## src/slfg_pkg.sv

```systemverilog
// constants and types shared by the slice look-up table block
// Function
// - each slice has two four-input tables, any boolean function of four inputs
// - wide multiplexers merge table outputs within the block and from a neighbour
// - tables of both pairs act as rom loaded at configuration
// - only the memory-capable pair offers storage and shift modes
// - a storage table holds sixteen one-bit locations addressed by its selects
// - dual-port option pairs two tables for one shared write path and two independent read paths
// - storage contents are preloaded during configuration
// - shift mode gives a sixteen-stage shifter, tap delay one to sixteen
// - four memory-capable tables chain for delays up to sixty-four
// - cascade shift input and output link shifters across block boundaries
// - block holds four slices in two column pairs
// - even column pair is memory-capable, odd column pair logic-only
package slfg_pkg;

    localparam int LUT_AW         = 4;
    localparam int LUT_DEPTH      = 16;
    localparam int NUM_SLICES     = 4;
    localparam int LUTS_PER_SLICE = 2;
    localparam int NUM_LUTS       = NUM_SLICES * LUTS_PER_SLICE;
    localparam int NUM_MEM_LUTS   = 4;
    localparam int CFG_IDX_W      = 3;
    localparam int WIDE_SEL_W     = 8;
    localparam int BUF_DEPTH      = 2;

    // output word field positions
    localparam int WORD_W   = 16;
    localparam int F5_POS   = 8;
    localparam int F6_POS   = 12;
    localparam int F7_POS   = 14;
    localparam int F8_POS   = 15;
    localparam int F6_SEL   = 4;
    localparam int F7_SEL   = 6;
    localparam int F8_SEL   = 7;

    localparam logic [LUT_DEPTH-1:0] LUT_INIT_RESET = 16'h0000;
    localparam logic [WORD_W-1:0]    WORD_RESET     = 16'h0000;

    typedef enum logic [3:0] {
        MODE_ROM   = 4'b0001,
        MODE_RAM   = 4'b0010,
        MODE_DPRAM = 4'b0100,
        MODE_SHIFT = 4'b1000
    } slfg_mode_t;

    function automatic logic lut_read(input logic [LUT_DEPTH-1:0] tbl,
                                      input logic [LUT_AW-1:0]    addr);
        lut_read = tbl[addr];
    endfunction

endpackage

```

## src/slfg_lut16.sv

```systemverilog
// one sixteen-entry table: rom, storage or shifter
`timescale 1ns/100ps
module slfg_lut16
    import slfg_pkg::*;
#(
    parameter bit MEM_CAPABLE = 1'b1
) (
    input  wire logic                 clk_sys_in,
    input  wire logic                 resetn_in,
    input  wire logic                 cfg_we_in,
    input  wire logic [LUT_DEPTH-1:0] cfg_init_in,
    input  wire slfg_mode_t           cfg_mode_in,
    input  wire logic [LUT_AW-1:0]    rd_addr_in,
    input  wire logic [LUT_AW-1:0]    wr_addr_in,
    input  wire logic                 wr_en_in,
    input  wire logic                 wr_data_in,
    input  wire logic                 shift_en_in,
    input  wire logic                 shift_din_in,
    output logic                      rd_data_out,
    output logic                      cascade_out,
    output logic [LUT_DEPTH-1:0]      contents_out,
    output slfg_mode_t                mode_out
);

    logic [LUT_DEPTH-1:0] mem_ff;
    slfg_mode_t           mode_ff;
    logic                 ram_wr;
    logic                 sh_wr;

    // logic-only tables ignore storage and shift requests entirely
    assign ram_wr = MEM_CAPABLE && wr_en_in
                    && (mode_ff == MODE_RAM || mode_ff == MODE_DPRAM);
    assign sh_wr  = MEM_CAPABLE && shift_en_in && (mode_ff == MODE_SHIFT);

    always_ff @(posedge clk_sys_in) begin
        if (!resetn_in) begin
            mode_ff <= MODE_ROM;
        end else if (cfg_we_in) begin
            mode_ff <= MEM_CAPABLE ? cfg_mode_in : MODE_ROM;
        end
    end

    always_ff @(posedge clk_sys_in) begin
        if (!resetn_in) begin
            mem_ff <= LUT_INIT_RESET;
        end else if (cfg_we_in) begin
            mem_ff <= cfg_init_in;
        end else if (sh_wr) begin
            mem_ff <= {mem_ff[LUT_DEPTH-2:0], shift_din_in};
        end else if (ram_wr) begin
            mem_ff[wr_addr_in] <= wr_data_in;
        end
    end

    // tap at address n delays by n+1 shifts
    assign rd_data_out  = lut_read(mem_ff, rd_addr_in);
    assign cascade_out  = mem_ff[LUT_DEPTH-1];
    assign contents_out = mem_ff;
    assign mode_out     = mode_ff;

    a_cfg_preload: assert property (@(posedge clk_sys_in) disable iff (!resetn_in)
        cfg_we_in |=> mem_ff == $past(cfg_init_in))
        else $error("config preload not stored");

    a_rom_holds: assert property (@(posedge clk_sys_in) disable iff (!resetn_in)
        (!cfg_we_in && mode_ff == MODE_ROM) |=> $stable(mem_ff))
        else $error("rom contents changed without configuration");

    a_ram_write_lands: assert property (@(posedge clk_sys_in) disable iff (!resetn_in)
        (!cfg_we_in && ram_wr) |=> mem_ff[$past(wr_addr_in)] == $past(wr_data_in))
        else $error("storage write did not land");

    a_shift_moves: assert property (@(posedge clk_sys_in) disable iff (!resetn_in)
        (!cfg_we_in && sh_wr) |=> mem_ff == {$past(mem_ff[LUT_DEPTH-2:0]),
                                              $past(shift_din_in)})
        else $error("shift did not advance one stage");

    a_logic_only_mode: assert property (@(posedge clk_sys_in) disable iff (!resetn_in)
        !MEM_CAPABLE |-> mode_ff == MODE_ROM)
        else $error("logic-only table left rom mode");

endmodule

```

## src/slfg_clb.sv

```systemverilog
// logic block of four slices with wide muxes, storage, shifters and output buffer
`timescale 1ns/100ps
module slfg_clb
    import slfg_pkg::*;
(
    input  wire logic                         clk_sys_in,
    input  wire logic                         resetn_in,
    input  wire logic                         cfg_we_in,
    input  wire logic [CFG_IDX_W-1:0]         cfg_idx_in,
    input  wire logic [LUT_DEPTH-1:0]         cfg_init_in,
    input  wire slfg_mode_t                   cfg_mode_in,
    input  wire logic                         cfg_chain_in,
    input  wire logic [NUM_LUTS*LUT_AW-1:0]   table_select_inputs_in,
    input  wire logic [NUM_MEM_LUTS-1:0]      wr_en_in,
    input  wire logic [NUM_MEM_LUTS-1:0]      wr_data_in,
    input  wire logic [NUM_MEM_LUTS-1:0]      shift_en_in,
    input  wire logic                         cascade_shift_input_in,
    input  wire logic [WIDE_SEL_W-1:0]        wide_sel_in,
    input  wire logic                         neighbor_wide_in,
    input  wire logic                         step_valid_in,
    output logic                              step_ready_out,
    output logic                              out_valid_out,
    input  wire logic                         out_ready_in,
    output logic [WORD_W-1:0]                 out_word_out,
    output logic                              cascade_shift_output_out
);

    logic [LUT_AW-1:0]    rd_addr  [NUM_LUTS];
    logic [LUT_AW-1:0]    wr_addr  [NUM_LUTS];
    logic                 wr_en    [NUM_LUTS];
    logic                 wr_dat   [NUM_LUTS];
    logic                 sh_en    [NUM_LUTS];
    logic                 sh_din   [NUM_LUTS];
    logic [LUT_DEPTH-1:0] contents [NUM_LUTS];
    slfg_mode_t           lut_mode [NUM_LUTS];
    logic [NUM_LUTS-1:0]  lut_out;
    logic [NUM_LUTS-1:0]  lut_casc;
    logic [NUM_MEM_LUTS-1:0] chain_ff;
    logic [NUM_MEM_LUTS-1:0] shift_src;
    logic [NUM_SLICES-1:0]   f5;
    logic [1:0]              f6;
    logic                    f7;
    logic                    f8;
    logic [WORD_W-1:0]       word;
    logic                    accept;
    logic                    pop;
    logic [WORD_W-1:0]       buf_ff [BUF_DEPTH];
    logic                    wptr_ff;
    logic                    rptr_ff;
    logic [1:0]              cnt_ff;

    // a full buffer stalls the step, so no write or shift happens without its word
    assign accept         = step_valid_in && step_ready_out;
    assign pop            = out_valid_out && out_ready_in;
    assign step_ready_out = (cnt_ff != 2'(BUF_DEPTH));
    assign out_valid_out  = (cnt_ff != 2'd0);
    assign out_word_out   = buf_ff[rptr_ff];

    // stage k shifts from stage k-1, stage 0 from the cascade input
    assign shift_src = {lut_casc[NUM_MEM_LUTS-2:0], cascade_shift_input_in};
    assign cascade_shift_output_out = lut_casc[NUM_MEM_LUTS-1];

    always_ff @(posedge clk_sys_in) begin
        if (!resetn_in) begin
            chain_ff <= '0;
        end else if (cfg_we_in && cfg_idx_in < CFG_IDX_W'(NUM_MEM_LUTS)) begin
            chain_ff[cfg_idx_in[1:0]] <= cfg_chain_in;
        end
    end

    always_comb begin
        for (int i = 0; i < NUM_LUTS; i++) begin
            rd_addr[i] = table_select_inputs_in[i*LUT_AW +: LUT_AW];
            wr_addr[i] = rd_addr[i];
            wr_en[i]   = 1'b0;
            wr_dat[i]  = 1'b0;
            sh_en[i]   = 1'b0;
            sh_din[i]  = 1'b0;
        end
        for (int m = 0; m < NUM_MEM_LUTS; m++) begin
            // odd table of a dual pair follows the even table's write port
            if (m[0] && lut_mode[m] == MODE_DPRAM) begin
                wr_addr[m] = rd_addr[m ^ 1];
                wr_en[m]   = accept && wr_en_in[m ^ 1];
                wr_dat[m]  = wr_data_in[m ^ 1];
            end else begin
                wr_en[m]   = accept && wr_en_in[m];
                wr_dat[m]  = wr_data_in[m];
            end
            sh_en[m]  = accept && shift_en_in[m];
            sh_din[m] = chain_ff[m] ? shift_src[m] : wr_data_in[m];
        end
    end

    // tables 0-3 form slices 0-1 (even column), tables 4-7 slices 2-3 (odd column)
    for (genvar i = 0; i < NUM_LUTS; i++) begin : g_lut
        slfg_lut16 #(
            .MEM_CAPABLE (i < NUM_MEM_LUTS)
        ) u_lut (
            .clk_sys_in   (clk_sys_in),
            .resetn_in    (resetn_in),
            .cfg_we_in    (cfg_we_in && cfg_idx_in == CFG_IDX_W'(i)),
            .cfg_init_in  (cfg_init_in),
            .cfg_mode_in  (cfg_mode_in),
            .rd_addr_in   (rd_addr[i]),
            .wr_addr_in   (wr_addr[i]),
            .wr_en_in     (wr_en[i]),
            .wr_data_in   (wr_dat[i]),
            .shift_en_in  (sh_en[i]),
            .shift_din_in (sh_din[i]),
            .rd_data_out  (lut_out[i]),
            .cascade_out  (lut_casc[i]),
            .contents_out (contents[i]),
            .mode_out     (lut_mode[i])
        );
    end

    always_comb begin
        for (int s = 0; s < NUM_SLICES; s++) begin
            f5[s] = wide_sel_in[s] ? lut_out[2*s+1] : lut_out[2*s];
        end
        for (int p = 0; p < 2; p++) begin
            f6[p] = wide_sel_in[F6_SEL+p] ? f5[2*p+1] : f5[2*p];
        end
        f7 = wide_sel_in[F7_SEL] ? f6[1] : f6[0];
        f8 = wide_sel_in[F8_SEL] ? neighbor_wide_in : f7;
    end

    assign word = {f8, f7, f6, f5, lut_out};

    // two-entry buffer: the word read before the edge is the word pushed
    always_ff @(posedge clk_sys_in) begin
        if (!resetn_in) begin
            buf_ff[0] <= WORD_RESET;
            buf_ff[1] <= WORD_RESET;
        end else if (accept) begin
            buf_ff[wptr_ff] <= word;
        end
    end

    always_ff @(posedge clk_sys_in) begin
        if (!resetn_in) begin
            wptr_ff <= 1'b0;
            rptr_ff <= 1'b0;
            cnt_ff  <= 2'd0;
        end else begin
            if (accept) begin
                wptr_ff <= ~wptr_ff;
            end
            if (pop) begin
                rptr_ff <= ~rptr_ff;
            end
            cnt_ff <= cnt_ff + 2'(accept) - 2'(pop);
        end
    end

    // a refused step must leave storage, shifters and the buffer untouched
    a_buf_stall_hold: assert property (@(posedge clk_sys_in) disable iff (!resetn_in)
        (out_valid_out && !out_ready_in) |=> out_valid_out && $stable(out_word_out))
        else $error("stalled word lost or changed");

    a_buf_no_overfill: assert property (@(posedge clk_sys_in) disable iff (!resetn_in)
        (cnt_ff == 2'd2) |-> !step_ready_out ##1 (cnt_ff != 2'd3))
        else $error("buffer accepted past full");

    a_push_fills_buf: assert property (@(posedge clk_sys_in) disable iff (!resetn_in)
        (accept && !pop && cnt_ff == 2'd1) |=> !step_ready_out)
        else $error("buffer not full after second word");

    a_pop_keeps_next: assert property (@(posedge clk_sys_in) disable iff (!resetn_in)
        (pop && !accept && cnt_ff == 2'd2) |=> out_valid_out)
        else $error("second word lost on pop");

    a_last_pop_empties: assert property (@(posedge clk_sys_in) disable iff (!resetn_in)
        (pop && !accept && cnt_ff == 2'd1) |=> !out_valid_out)
        else $error("valid held after last word left");

    a_word_carries_f7: assert property (@(posedge clk_sys_in) disable iff (!resetn_in)
        (accept && cnt_ff == 2'd0) |=> out_word_out[F7_POS] == $past(f7)
                                       && out_word_out[F5_POS] == $past(f5[0]))
        else $error("wide mux result not delivered");

    a_f8_from_neighbor: assert property (@(posedge clk_sys_in) disable iff (!resetn_in)
        (accept && cnt_ff == 2'd0 && wide_sel_in[F8_SEL])
        |=> out_word_out[F8_POS] == $past(neighbor_wide_in))
        else $error("neighbour wide input not delivered");

    a_dual_mirror: assert property (@(posedge clk_sys_in) disable iff (!resetn_in)
        (accept && wr_en_in[2] && !cfg_we_in && lut_mode[2] == MODE_DPRAM
         && lut_mode[3] == MODE_DPRAM)
        |=> contents[3][$past(rd_addr[2])] == $past(wr_data_in[2])
            && contents[2][$past(rd_addr[2])] == $past(wr_data_in[2]))
        else $error("dual pair copies differ after write");

    a_chain_entry_stage: assert property (@(posedge clk_sys_in) disable iff (!resetn_in)
        (accept && !cfg_we_in && shift_en_in[0] && chain_ff[0]
         && lut_mode[0] == MODE_SHIFT)
        |=> contents[0][0] == $past(cascade_shift_input_in))
        else $error("cascade input not taken by first stage");

    a_cascade_link: assert property (@(posedge clk_sys_in) disable iff (!resetn_in)
        (accept && !cfg_we_in && shift_en_in[1] && chain_ff[1]
         && lut_mode[1] == MODE_SHIFT)
        |=> contents[1][0] == $past(contents[0][LUT_DEPTH-1]))
        else $error("cascade did not carry last stage");

    a_stall_blocks_write: assert property (@(posedge clk_sys_in) disable iff (!resetn_in)
        (!step_ready_out && !cfg_we_in && lut_mode[1] == MODE_RAM)
        |=> $stable(contents[1]))
        else $error("storage changed while step stalled");

    a_odd_pair_rom: assert property (@(posedge clk_sys_in) disable iff (!resetn_in)
        lut_mode[NUM_LUTS-1] == MODE_ROM && lut_mode[NUM_MEM_LUTS] == MODE_ROM)
        else $error("odd column table left rom mode");

    c_buffer_full: cover property (@(posedge clk_sys_in) disable iff (!resetn_in)
        cnt_ff == 2'd2 && step_valid_in);
    c_stall_write: cover property (@(posedge clk_sys_in) disable iff (!resetn_in)
        !step_ready_out && step_valid_in && wr_en_in[1]);
    c_dual_write: cover property (@(posedge clk_sys_in) disable iff (!resetn_in)
        accept && wr_en_in[2] && lut_mode[3] == MODE_DPRAM);
    c_chain_shift: cover property (@(posedge clk_sys_in) disable iff (!resetn_in)
        accept && shift_en_in[3] && chain_ff[3] && lut_mode[3] == MODE_SHIFT);
    c_neighbor_wide: cover property (@(posedge clk_sys_in) disable iff (!resetn_in)
        accept && wide_sel_in[F8_SEL]);

endmodule

```

## config.mk

```make
export PLATFORM = sky130hd
export DESIGN_NAME = slfg_clb
export DESIGN_NICKNAME = d
export VERILOG_FILES = /design/src/slfg_pkg.sv /design/src/slfg_lut16.sv /design/src/slfg_clb.sv
export SDC_FILE = /design/constraint.sdc
export NUM_CORES = 1
export LEC_CHECK = 0
export BUFFER_PORTS_ARGS = -buffer_cell sky130_fd_sc_hd__buf_4
export CAP_MARGIN = 30
export CORE_MARGIN = 2
export CORE_UTILIZATION = 25
export CTS_CLUSTER_DIAMETER = 120
export DETAILED_ROUTE_END_ITERATION = 7
export HOLD_SLACK_MARGIN = 0.08
export REMOVE_ABC_BUFFERS = 1
export SLEW_MARGIN = 0
export SYNTH_ARGS = -nofsm -noshare
export SYNTH_HDL_FRONTEND = slang
export SYNTH_SLANG_ARGS = --single-unit
export TNS_END_PERCENT = 50
```

## constraint.sdc

```tcl
create_clock -name clk_sys_in -period 2.4 [get_ports clk_sys_in]
set_input_delay 0.36 -clock clk_sys_in [delete_from_list [all_inputs] [get_ports clk_sys_in]]
set_output_delay 0.36 -clock clk_sys_in [all_outputs]
set_load 0.02 [all_outputs]
```

==> qor.tcl, run 1 <==
set qor(maxCapViolations) 0
set qor(p_leak_nw) 4.74
set qor(achievable-frequency_mhz) 438
set qor(final.fill_count) 4531
set qor(finalHoldViolCount) 0
set qor(postSynthCellCount) 1255
set qor(timing.critical_path.fanout_max) 11
set qor(worst_ir_drop_vdd_uv) 419
set qor(area_enclosed_by_the_die_boundary_um2) 45400
set qor(maxSlewViolCount) 0
set qor(synthesis.area_per_instance_um2) 8.70
set qor(layout-drive-gt1-share_pct) 20.3
set qor(tritoncts) {done}
set qor(finalClockSkew_ps) 16.9
set qor(hold_path_class) {input pin to register}
set qor(cts_root_buffer) {sky130_fd_sc_hd__clkbuf_16}
set qor(timing.critical_path.arrival_ps) 2660
set qor(post-route-period-util_pct) 95.2
set qor(avgViaCountPerCell) 5.13
set qor(portBuffers) 101
set qor(cts.sinks) 185
set qor(vias) 9899
set qor(seq_area_frac_synth_pct) 36.9
set qor(die_x_um) 213
set qor(globalplace.congestion) 0.900
set qor(worst_setup_hold_path_clk_slew_ps) 80
set qor(ffs_w_async_s_r_synth_pct) 0
set qor(combined_area_of_all_synthesized_cells_um2) 10900
set qor(first_pass_iters) 5
set qor(yosys_warnings) 0
set qor(capturing_element_type_of_the_critical_path) {register}
set qor(relSlewSlack_pct) 51.6
set qor(status) {complete, no violations}
set qor(final.setup.worst_slack_ps) 115
set qor(synthFlopType) {sky130_fd_sc_hd__dfxtp_1}
set qor(cp_data_required_time_ps) 2780
set qor(dp_hpwl_um) 25500
set qor(grt_remaining_overflow) 0
set qor(number_of_antenna_violations_at_the_first_check_in_global_routing) 0
set qor(yosys_register_bits) 185
set qor(placementRows) 76
set qor(criticalPathCategory) {register to register}
set qor(synth_cell_type_count) 62
set qor(totalWireLength_um) 35800
set qor(clock_tree.buffer_depth) 2
set qor(finish_stage_setup_viols) 0
set qor(via_count_of_the_first_global_routing_pass) 9346
set qor(timing_worst_slew_pin_value_ps) 726
set qor(numCtsBuffers) 17
set qor(power_per_cell_area_nw_per_um2) 586
set qor(route.antenna.remaining_nets) 0
set qor(die_y_um) 213
set qor(post-route-min-period_ps) 2290
set qor(areaGrowthSynthToFinish_pct) 19.8
set qor(fin_hold_ws_ps) 174
set qor(drt_first_iter_violations) 921
set qor(track_usage_pct) 15.9
set qor(post-synth-top-area-cell) {sky130_fd_sc_hd__dfxtp_1}
set qor(wl_per_cell_um) 18.5
set qor(ys_top_cells_by_area) {sky130_fd_sc_hd__dfxtp_1 28%, sky130_fd_sc_hd__edfxtp_1 8.8%, sky130_fd_sc_hd__nand2_1 8.1%}
set qor(edff_count_synth) 32
set qor(floorplan_core_area_um2) 43100
set qor(initial_core_util_pct) 25.3
set qor(ff2ff_path_depth) 6
set qor(worst_hold_path.num_cells) 3
set qor(grt_start_max_net_pins) 64
set qor(critPathLaunchType) {register}
set qor(cts-htree-levels) 4
set qor(boundary_pin_count) 102
set qor(finalSetupTns_ps) 0
set qor(grt_pass1_wl_um) 54800
set qor(finish.net_count) 1417
set qor(grt_setup_unrepaired) {no}
set qor(route.detailed.drc) 0
set qor(pre_cts_slack_ps) -40.7
set qor(yosysTopAreaCellShare_pct) 28.1
set qor(p_total_mw) 7.67
set qor(worstSkewPairLatency_ps) 460
set qor(reg2reg_setup_slack_ps) 110
set qor(antenna-diode-count) 0
logic make-up (layout without fill, tap and decap cells):
logic type / count (synthesis) / after routing / share of synthesized area (%)
muxes: 124 / 124 / 15.1
DFF: 185 / 185 / 36.9
buffers and inverters: 111 / 201 / 4.29
and+or+nand+nor: 544 / 544 / 22.4
AOI/OAI and AO/OA: 283 / 283 / 20.6
xor gates and xnor gates: 6 / 6 / 0.481
adders and majority gates: 2 / 2 / 0.229
layout make-up:
class                      instances  area [um^2]  share of cell area [%]
tap                              585          732                    5.60
sequential                       185         4020                    30.8
multi-input combinational        959         6450                    49.3
clock inverter                    14          149                    1.14
timing repair buffer             160         1240                    9.47
clock buffer                      18          450                    3.44
inverter                           9         33.8                   0.258
layout by cell type, fill, tap and decap left out, types with 3 or more instances in the layout:
cell type | Yosys | layout
sky130_fd_sc_hd__nand2_1 | 235 | 235
sky130_fd_sc_hd__buf_4 | 1 | 157
sky130_fd_sc_hd__dfxtp_1 | 153 | 153
sky130_fd_sc_hd__nor2_1 | 144 | 143
sky130_fd_sc_hd__a21boi_1 | 99 | 99
sky130_fd_sc_hd__nand3_1 | 66 | 66
sky130_fd_sc_hd__mux2i_1 | 66 | 66
sky130_fd_sc_hd__a221oi_1 | 37 | 37
sky130_fd_sc_hd__a211o_1 | 35 | 35
sky130_fd_sc_hd__a21boi_0 | 34 | 34
sky130_fd_sc_hd__edfxtp_1 | 32 | 32
sky130_fd_sc_hd__mux4_2 | 28 | 28
sky130_fd_sc_hd__mux2_2 | 26 | 26
sky130_fd_sc_hd__a221o_1 | 26 | 26
sky130_fd_sc_hd__nor2b_1 | 25 | 25
sky130_fd_sc_hd__clkbuf_16 | 0 | 18
sky130_fd_sc_hd__a21oi_1 | 15 | 15
sky130_fd_sc_hd__and2_1 | 13 | 13
sky130_fd_sc_hd__nand2b_1 | 12 | 11
sky130_fd_sc_hd__inv_1 | 8 | 8
sky130_fd_sc_hd__nor4_1 | 8 | 8
sky130_fd_sc_hd__o211ai_1 | 7 | 7
sky130_fd_sc_hd__nand3b_1 | 7 | 7
sky130_fd_sc_hd__inv_8 | 0 | 6
sky130_fd_sc_hd__or2_2 | 5 | 5
sky130_fd_sc_hd__clkinv_4 | 0 | 5
sky130_fd_sc_hd__o21ai_1 | 3 | 4
sky130_fd_sc_hd__xnor2_1 | 4 | 4
sky130_fd_sc_hd__nor3_1 | 7 | 4
sky130_fd_sc_hd__o21a_1 | 4 | 4
sky130_fd_sc_hd__o21ai_2 | 4 | 4
sky130_fd_sc_hd__and3b_1 | 4 | 4
sky130_fd_sc_hd__nor3_2 | 1 | 4
sky130_fd_sc_hd__o2111ai_1 | 3 | 3
sky130_fd_sc_hd__buf_12 | 0 | 3
critical path: stages (launching register included):
cell and delay (ps):
sky130_fd_sc_hd__dfxtp_1 400, sky130_fd_sc_hd__or4b_4 610, sky130_fd_sc_hd__mux2_2 340, sky130_fd_sc_hd__nor3_2 340, sky130_fd_sc_hd__a221oi_1 150, sky130_fd_sc_hd__a211o_1 250
sky130_fd_sc_hd__a21boi_1 140
sequential cells by signal, summed over array words and instances (netlist names), named ones only:
register,count
g_lut.u_lut.contents_out,128
g_lut.u_lut.mode_out,16
wptr_ff,1
chain_ff,4
rptr_ff,1
cnt_ff,2
buf_ff,32
cell usage after synthesis (3+ instances only):
library cell / count
sky130_fd_sc_hd__nand2_1: 235
sky130_fd_sc_hd__dfxtp_1: 153
sky130_fd_sc_hd__nor2_1: 144
sky130_fd_sc_hd__a21boi_1: 99
sky130_fd_sc_hd__mux2i_1: 66
sky130_fd_sc_hd__nand3_1: 66
sky130_fd_sc_hd__clkbuf_1: 59
sky130_fd_sc_hd__a221oi_1: 37
sky130_fd_sc_hd__a211o_1: 35
sky130_fd_sc_hd__a21boi_0: 34
sky130_fd_sc_hd__edfxtp_1: 32
sky130_fd_sc_hd__mux4_2: 28
sky130_fd_sc_hd__a221o_1: 26
sky130_fd_sc_hd__mux2_2: 26
sky130_fd_sc_hd__nor2b_1: 25
sky130_fd_sc_hd__buf_2: 19
sky130_fd_sc_hd__a21oi_1: 15
sky130_fd_sc_hd__and2_1: 13
sky130_fd_sc_hd__clkbuf_2: 13
sky130_fd_sc_hd__nand2b_1: 12
sky130_fd_sc_hd__buf_1: 9
sky130_fd_sc_hd__inv_1: 8
sky130_fd_sc_hd__nor4_1: 8
sky130_fd_sc_hd__nand3b_1: 7
sky130_fd_sc_hd__nor3_1: 7
sky130_fd_sc_hd__o211ai_1: 7
sky130_fd_sc_hd__or2_2: 5
sky130_fd_sc_hd__and3b_1: 4
sky130_fd_sc_hd__o21a_1: 4
sky130_fd_sc_hd__o21ai_2: 4
sky130_fd_sc_hd__xnor2_1: 4
sky130_fd_sc_hd__o2111ai_1: 3
sky130_fd_sc_hd__o21ai_0: 3
sky130_fd_sc_hd__o21ai_1: 3
routing by layer:
layer	GRT usage [%]	part of all wire (%)	vias to the layer above
met5	0	0	-
met2	25.6	46	398
met4	4.70	2.2	0
met1	21.5	45	4779
met3	3.15	7.1	51
li1	-	-	4671
worst paths after layout:
kind	end	start
max	g_lut[3].u_lut.contents_out[11]$_SDFFE_PN0P_	g_lut[3].u_lut.mode_out[2]$_SDFFE_PN0P_
min	g_lut[2].u_lut.mode_out[0]$_SDFFE_PN1P_	cfg_mode_in[0]
max reg2reg	g_lut[3].u_lut.contents_out[11]$_SDFFE_PN0P_	g_lut[3].u_lut.mode_out[2]$_SDFFE_PN0P_
min reg2reg	g_lut[6].u_lut.contents_out[14]$_SDFFE_PN0P_	g_lut[6].u_lut.contents_out[14]$_SDFFE_PN0P_
power breakdown:
| group | internal, mW | total (mW) | leakage (nW) | switching, mW |
|---|---|---|---|---|
| clock network | 1.46 | 2.91 | 0.296 | 1.46 |
| logic | 0.592 | 1.39 | 2.87 | 0.796 |
| registers | 3.29 | 3.37 | 1.58 | 0.0729 |
through the flow:
step | instances | area [um^2] | utilization [%]
global placement | 1898 | 12500 | 28.9
global route | 1930 | 13100 | 30.4
CTS | 1930 | 13100 | 30.3
finish | 1930 | 13100 | 30.4
floorplan | 1153 | 10500 | -
detailed placement | 1898 | 12500 | 28.9
repair_timing:
item,in CTS,in global routing
cloned,0,0
setup endpoints to repair,4,20
pin swaps,0,0
hold buffers,0,0
buffers inserted,0,0
resized for setup,1,5
Power figures use the tool's default switching activity.
==> inputs of run 2 (changes only) <==
--- a/config.mk
+++ b/config.mk
@@ -5,6 +5,7 @@
 export SDC_FILE = /design/constraint.sdc
 export NUM_CORES = 1
 export LEC_CHECK = 0
+export ABC_AREA = 1
 export BUFFER_PORTS_ARGS = -buffer_cell sky130_fd_sc_hd__buf_4
 export CAP_MARGIN = 30
 export CORE_MARGIN = 2
==> run 2 against run 1 <==
Against the previous run:
- clock skew is 7.9 ps lower
- setup slack better by 210 ps
- fmax is 10% higher
- area after synthesis is 2.4% lower
- final cell count is 16% higher
- utilization is 0.10 points lower
- register-to-register slack better by 210 ps
- total power is 3.1% higher
- critical path depth is 4 higher
- sequential power hardly changed
- non-clock buffer count is 21 lower
- largest power group unchanged
- highest routed layer unchanged
==> qor.tcl, run 2 <==
set qor(grt_remaining_overflow) 0 ;# unchanged
set qor(grt_start_max_net_pins) 141 ;# was 64
set qor(placementRows) 75 ;# was 76
set qor(post_layout_nonfiller_instances) 2237 ;# was 1930
set qor(floorplan_core_area_um2) 42000 ;# was 43100 um^2
set qor(hold_path_class) {input pin to register} ;# unchanged
set qor(finalSetupTns_ps) 0 ;# unchanged
set qor(achievable-frequency_mhz) 482 ;# was 438 MHz
set qor(clock_tree.buffer_depth) 2 ;# unchanged
set qor(portBuffers) 101 ;# unchanged
set qor(final_cell_mix) {363 x sky130_fd_sc_hd__nand2_1, 240 x sky130_fd_sc_hd__o21ai_0, 162 x sky130_fd_sc_hd__inv_1, 153 x sky130_fd_sc_hd__dfxtp_1, 148 x sky130_fd_sc_hd__nor2_1} ;# was 235 x sky130_fd_sc_hd__nand2_1, 157 x sky130_fd_sc_hd__buf_4, 153 x sky130_fd_sc_hd__dfxtp_1, 143 x sky130_fd_sc_hd__nor2_1, 99 x sky130_fd_sc_hd__a21boi_1
set qor(layout-drive-gt1-share_pct) 14.9 ;# was 20.3%
set qor(synth_cell_type_count) 49 ;# was 62
set qor(routed-wl-met2_um) 15700 ;# was 16300 um
set qor(drt_first_iter_violations) 900 ;# was 921
set qor(yosys_register_bits) 185 ;# unchanged
set qor(via_count_of_the_first_global_routing_pass) 10100 ;# was 9346
set qor(first_pass_iters) 5 ;# unchanged
set qor(power_per_cell_area_nw_per_um2) 622 ;# was 586 nW/um^2
set qor(criticalPathCategory) {register to register} ;# unchanged
set qor(synthFlopType) {sky130_fd_sc_hd__dfxtp_1} ;# unchanged
set qor(edff_count_synth) 32 ;# unchanged
set qor(finalClockSkew_ps) 9.02 ;# was 16.9 ps
set qor(yosysTopAreaCellShare_pct) 28.7 ;# was 28.1%
set qor(cts-htree-levels) 4 ;# unchanged
set qor(antenna-diode-count) 0 ;# unchanged
set qor(grt_setup_unrepaired) {no} ;# unchanged
set qor(top_layer_used) {met4} ;# unchanged
set qor(final.fill_count) 4593 ;# was 4531
set qor(tritoncts) {done} ;# unchanged
set qor(route.antenna.remaining_nets) 0 ;# unchanged
set qor(worst_setup_hold_path_clk_slew_ps) 70 ;# was 80 ps
set qor(cts.sinks) 185 ;# unchanged
set qor(synthesis.area_per_instance_um2) 6.67 ;# was 8.70 um^2
set qor(area_enclosed_by_the_die_boundary_um2) 44300 ;# was 45400 um^2
set qor(wl_met3_um) 2390 ;# was 2550 um
set qor(grt_pass1_wl_um) 55400 ;# was 54800 um
set qor(combined_area_of_all_synthesized_cells_um2) 10700 ;# was 10900 um^2
set qor(timing.critical_path.fanout_max) 35 ;# was 11
set qor(cts_root_buffer) {sky130_fd_sc_hd__clkbuf_16} ;# unchanged
set qor(die_x_um) 210 ;# was 213 um
set qor(post_cts_resized) 0 ;# was 1
set qor(track_usage_pct) 16.1 ;# was 15.9%
set qor(numCtsBuffers) 17 ;# unchanged
set qor(initial_core_util_pct) 25.4 ;# was 25.3%
set qor(seq_area_frac_synth_pct) 37.8 ;# was 36.9%
set qor(critPathLaunchType) {register} ;# unchanged
set qor(finish_stage_setup_viols) 0 ;# unchanged
set qor(postCtsSetupBuffers) 0 ;# unchanged
set qor(relSlewSlack_pct) 59.3 ;# was 51.6%
set qor(maxSlewViolCount) 0 ;# unchanged
set qor(ffs_w_async_s_r_synth_pct) 0 ;# unchanged
set qor(maxCapViolations) 0 ;# unchanged
set qor(yosys_warnings) 0 ;# unchanged
set qor(timing_worst_slew_pin_value_ps) 610 ;# was 726 ps
set qor(status) {complete, no violations} ;# unchanged
set qor(avgViaCountPerCell) 4.91 ;# was 5.13
set qor(vias) 11000 ;# was 9899
set qor(wl_per_cell_um) 16.0 ;# was 18.5 um
set qor(cts-hold-fix-buffers) 0 ;# unchanged
set qor(post-route-period-util_pct) 86.4 ;# was 95.2%
set qor(capturing_element_type_of_the_critical_path) {register} ;# unchanged
set qor(most_common_library_cell_in_the_layout_ignoring_fill_and_taps) {sky130_fd_sc_hd__nand2_1} ;# unchanged
set qor(dp_hpwl_um) 25300 ;# was 25500 um
set qor(route.detailed.drc) 0 ;# unchanged
set qor(die_y_um) 210 ;# was 213 um
set qor(totalWireLength_um) 35700 ;# was 35800 um
set qor(ys_top_cells_by_area) {sky130_fd_sc_hd__dfxtp_1 29%, sky130_fd_sc_hd__nand2_1 13%, sky130_fd_sc_hd__o21ai_0 11%} ;# was sky130_fd_sc_hd__dfxtp_1 28%, sky130_fd_sc_hd__edfxtp_1 8.8%, sky130_fd_sc_hd__nand2_1 8.1%
set qor(timing.critical_path.arrival_ps) 2390 ;# was 2660 ps
set qor(postSynthCellCount) 1598 ;# was 1255
set qor(met1_length_um) 16800 ;# was 16100 um
set qor(boundary_pin_count) 102 ;# unchanged
set qor(post_synth_most_frequent_cells) {363 x sky130_fd_sc_hd__nand2_1, 240 x sky130_fd_sc_hd__o21ai_0, 162 x sky130_fd_sc_hd__inv_1} ;# was 235 x sky130_fd_sc_hd__nand2_1, 153 x sky130_fd_sc_hd__dfxtp_1, 144 x sky130_fd_sc_hd__nor2_1
set qor(globalplace.congestion) 0.868 ;# was 0.900
set qor(p_leak_nw) 5.29 ;# was 4.74 nW
set qor(areaGrowthSynthToFinish_pct) 19.3 ;# was 19.8%
set qor(post-synth-top-area-cell) {sky130_fd_sc_hd__dfxtp_1} ;# unchanged
set qor(worstSkewPairLatency_ps) 460 ;# about the same
set qor(number_of_antenna_violations_at_the_first_check_in_global_routing) 0 ;# unchanged
set qor(cp_data_required_time_ps) 2720 ;# was 2780 ps
set qor(largest_register_ff_count) 128 ;# unchanged
set qor(synth.most_common_cell) {sky130_fd_sc_hd__nand2_1} ;# unchanged
set qor(place.detailed.instances) 2205 ;# was 1898
set qor(post-route-min-period_ps) 2070 ;# was 2290 ps
set qor(worst_ir_drop_vdd_uv) 464 ;# was 419 uV
set qor(finish.net_count) 1770 ;# was 1417
set qor(finalHoldViolCount) 0 ;# unchanged
==> run 2: cell count changes in the layout (fill, tap and decap cells not counted), moves of 34 or more <==
cell / change
sky130_fd_sc_hd__a21oi_1: +128
sky130_fd_sc_hd__mux2i_1: -66
sky130_fd_sc_hd__nand2_1: +128
sky130_fd_sc_hd__a211o_1: -35
sky130_fd_sc_hd__o21ai_0: +238
sky130_fd_sc_hd__a21boi_1: -99
sky130_fd_sc_hd__a221oi_1: -37
sky130_fd_sc_hd__a21boi_0: -34
sky130_fd_sc_hd__inv_1: +154
==> run 2: metal layers <==
metal	vias to the layer above	global-route usage [%]
met5	-	0
met4	0	5.25
met3	48	3.29
met2	362	25.1
met1	5100	22.3
li1	5476	-
==> run 2: power breakdown <==
group	leakage (nW)	switching [mW]	internal [mW]	total, mW
registers	1.58	0.0709	3.33	3.40
logic	3.40	0.916	0.528	1.44
clock network	0.312	1.46	1.60	3.06
total	5.29	2.45	5.46	7.91
==> run 2: cell families (layout without fill, tap and decap cells) <==
logic type	Yosys count	count (layout)	synth area share [%]
simple gates	661	661	26.3
compound gates	479	479	24.3
buf+inv	254	354	9.58
flops	185	185	37.8
mux	16	16	1.69
fa+ha+maj	2	2	0.235
xor+xnor	1	1	0.0822
==> run 2: worst paths after layout <==
check                                                   start                                           to  slack, ps  depth (start not counted)
setup reg to reg                         cnt_ff[0]$_SDFF_PN0_  g_lut[2].u_lut.contents_out[0]$_SDFFE_PN0P_        330                         10
hold / removal                                 cfg_mode_in[0]      g_lut[2].u_lut.mode_out[0]$_SDFFE_PN1P_        170                          3
setup / recovery                         cnt_ff[0]$_SDFF_PN0_  g_lut[2].u_lut.contents_out[0]$_SDFFE_PN0P_        330                         10
hold reg to reg   g_lut[4].u_lut.contents_out[2]$_SDFFE_PN0P_  g_lut[4].u_lut.contents_out[2]$_SDFFE_PN0P_        450                          2
==> run 2: critical path, stage by stage (launching register included) <==
cell	delay, ps
sky130_fd_sc_hd__dfxtp_1	310
sky130_fd_sc_hd__inv_1	80
sky130_fd_sc_hd__nand2_2	80
sky130_fd_sc_hd__nand2_4	180
sky130_fd_sc_hd__inv_4	100
sky130_fd_sc_hd__nand2_2	170
sky130_fd_sc_hd__nand2_1	160
sky130_fd_sc_hd__inv_2	370
sky130_fd_sc_hd__o21ai_0	210
sky130_fd_sc_hd__o21ai_0	200
sky130_fd_sc_hd__a31oi_1	60
==> run 2: area by class of cell <==
| class | count | area [um^2] | area share, % |
|---|---|---|---|
| inverter | 183 | 689 | 5.42 |
| clock buffer | 19 | 464 | 3.65 |
| multi-input combinational | 1159 | 5620 | 44.2 |
| sequential | 185 | 4020 | 31.6 |
| clock inverter | 13 | 170 | 1.34 |
| tap | 539 | 674 | 5.30 |
| timing repair buffer | 139 | 1080 | 8.50 |
==> run 2: through the flow <==
step	util [%]	hold slack (ps)	total power [mW]	setup WS (ps)	instance area [um^2]
detailed placement	28.7	439	4.91	264	12100
floorplan	-	424	4.25	-283	10300
finish	30.3	165	7.91	326	12700
CTS	30.3	148	7.95	379	12700
global route	30.3	171	8.25	51.7	12700
global placement	28.7	434	4.89	284	12100
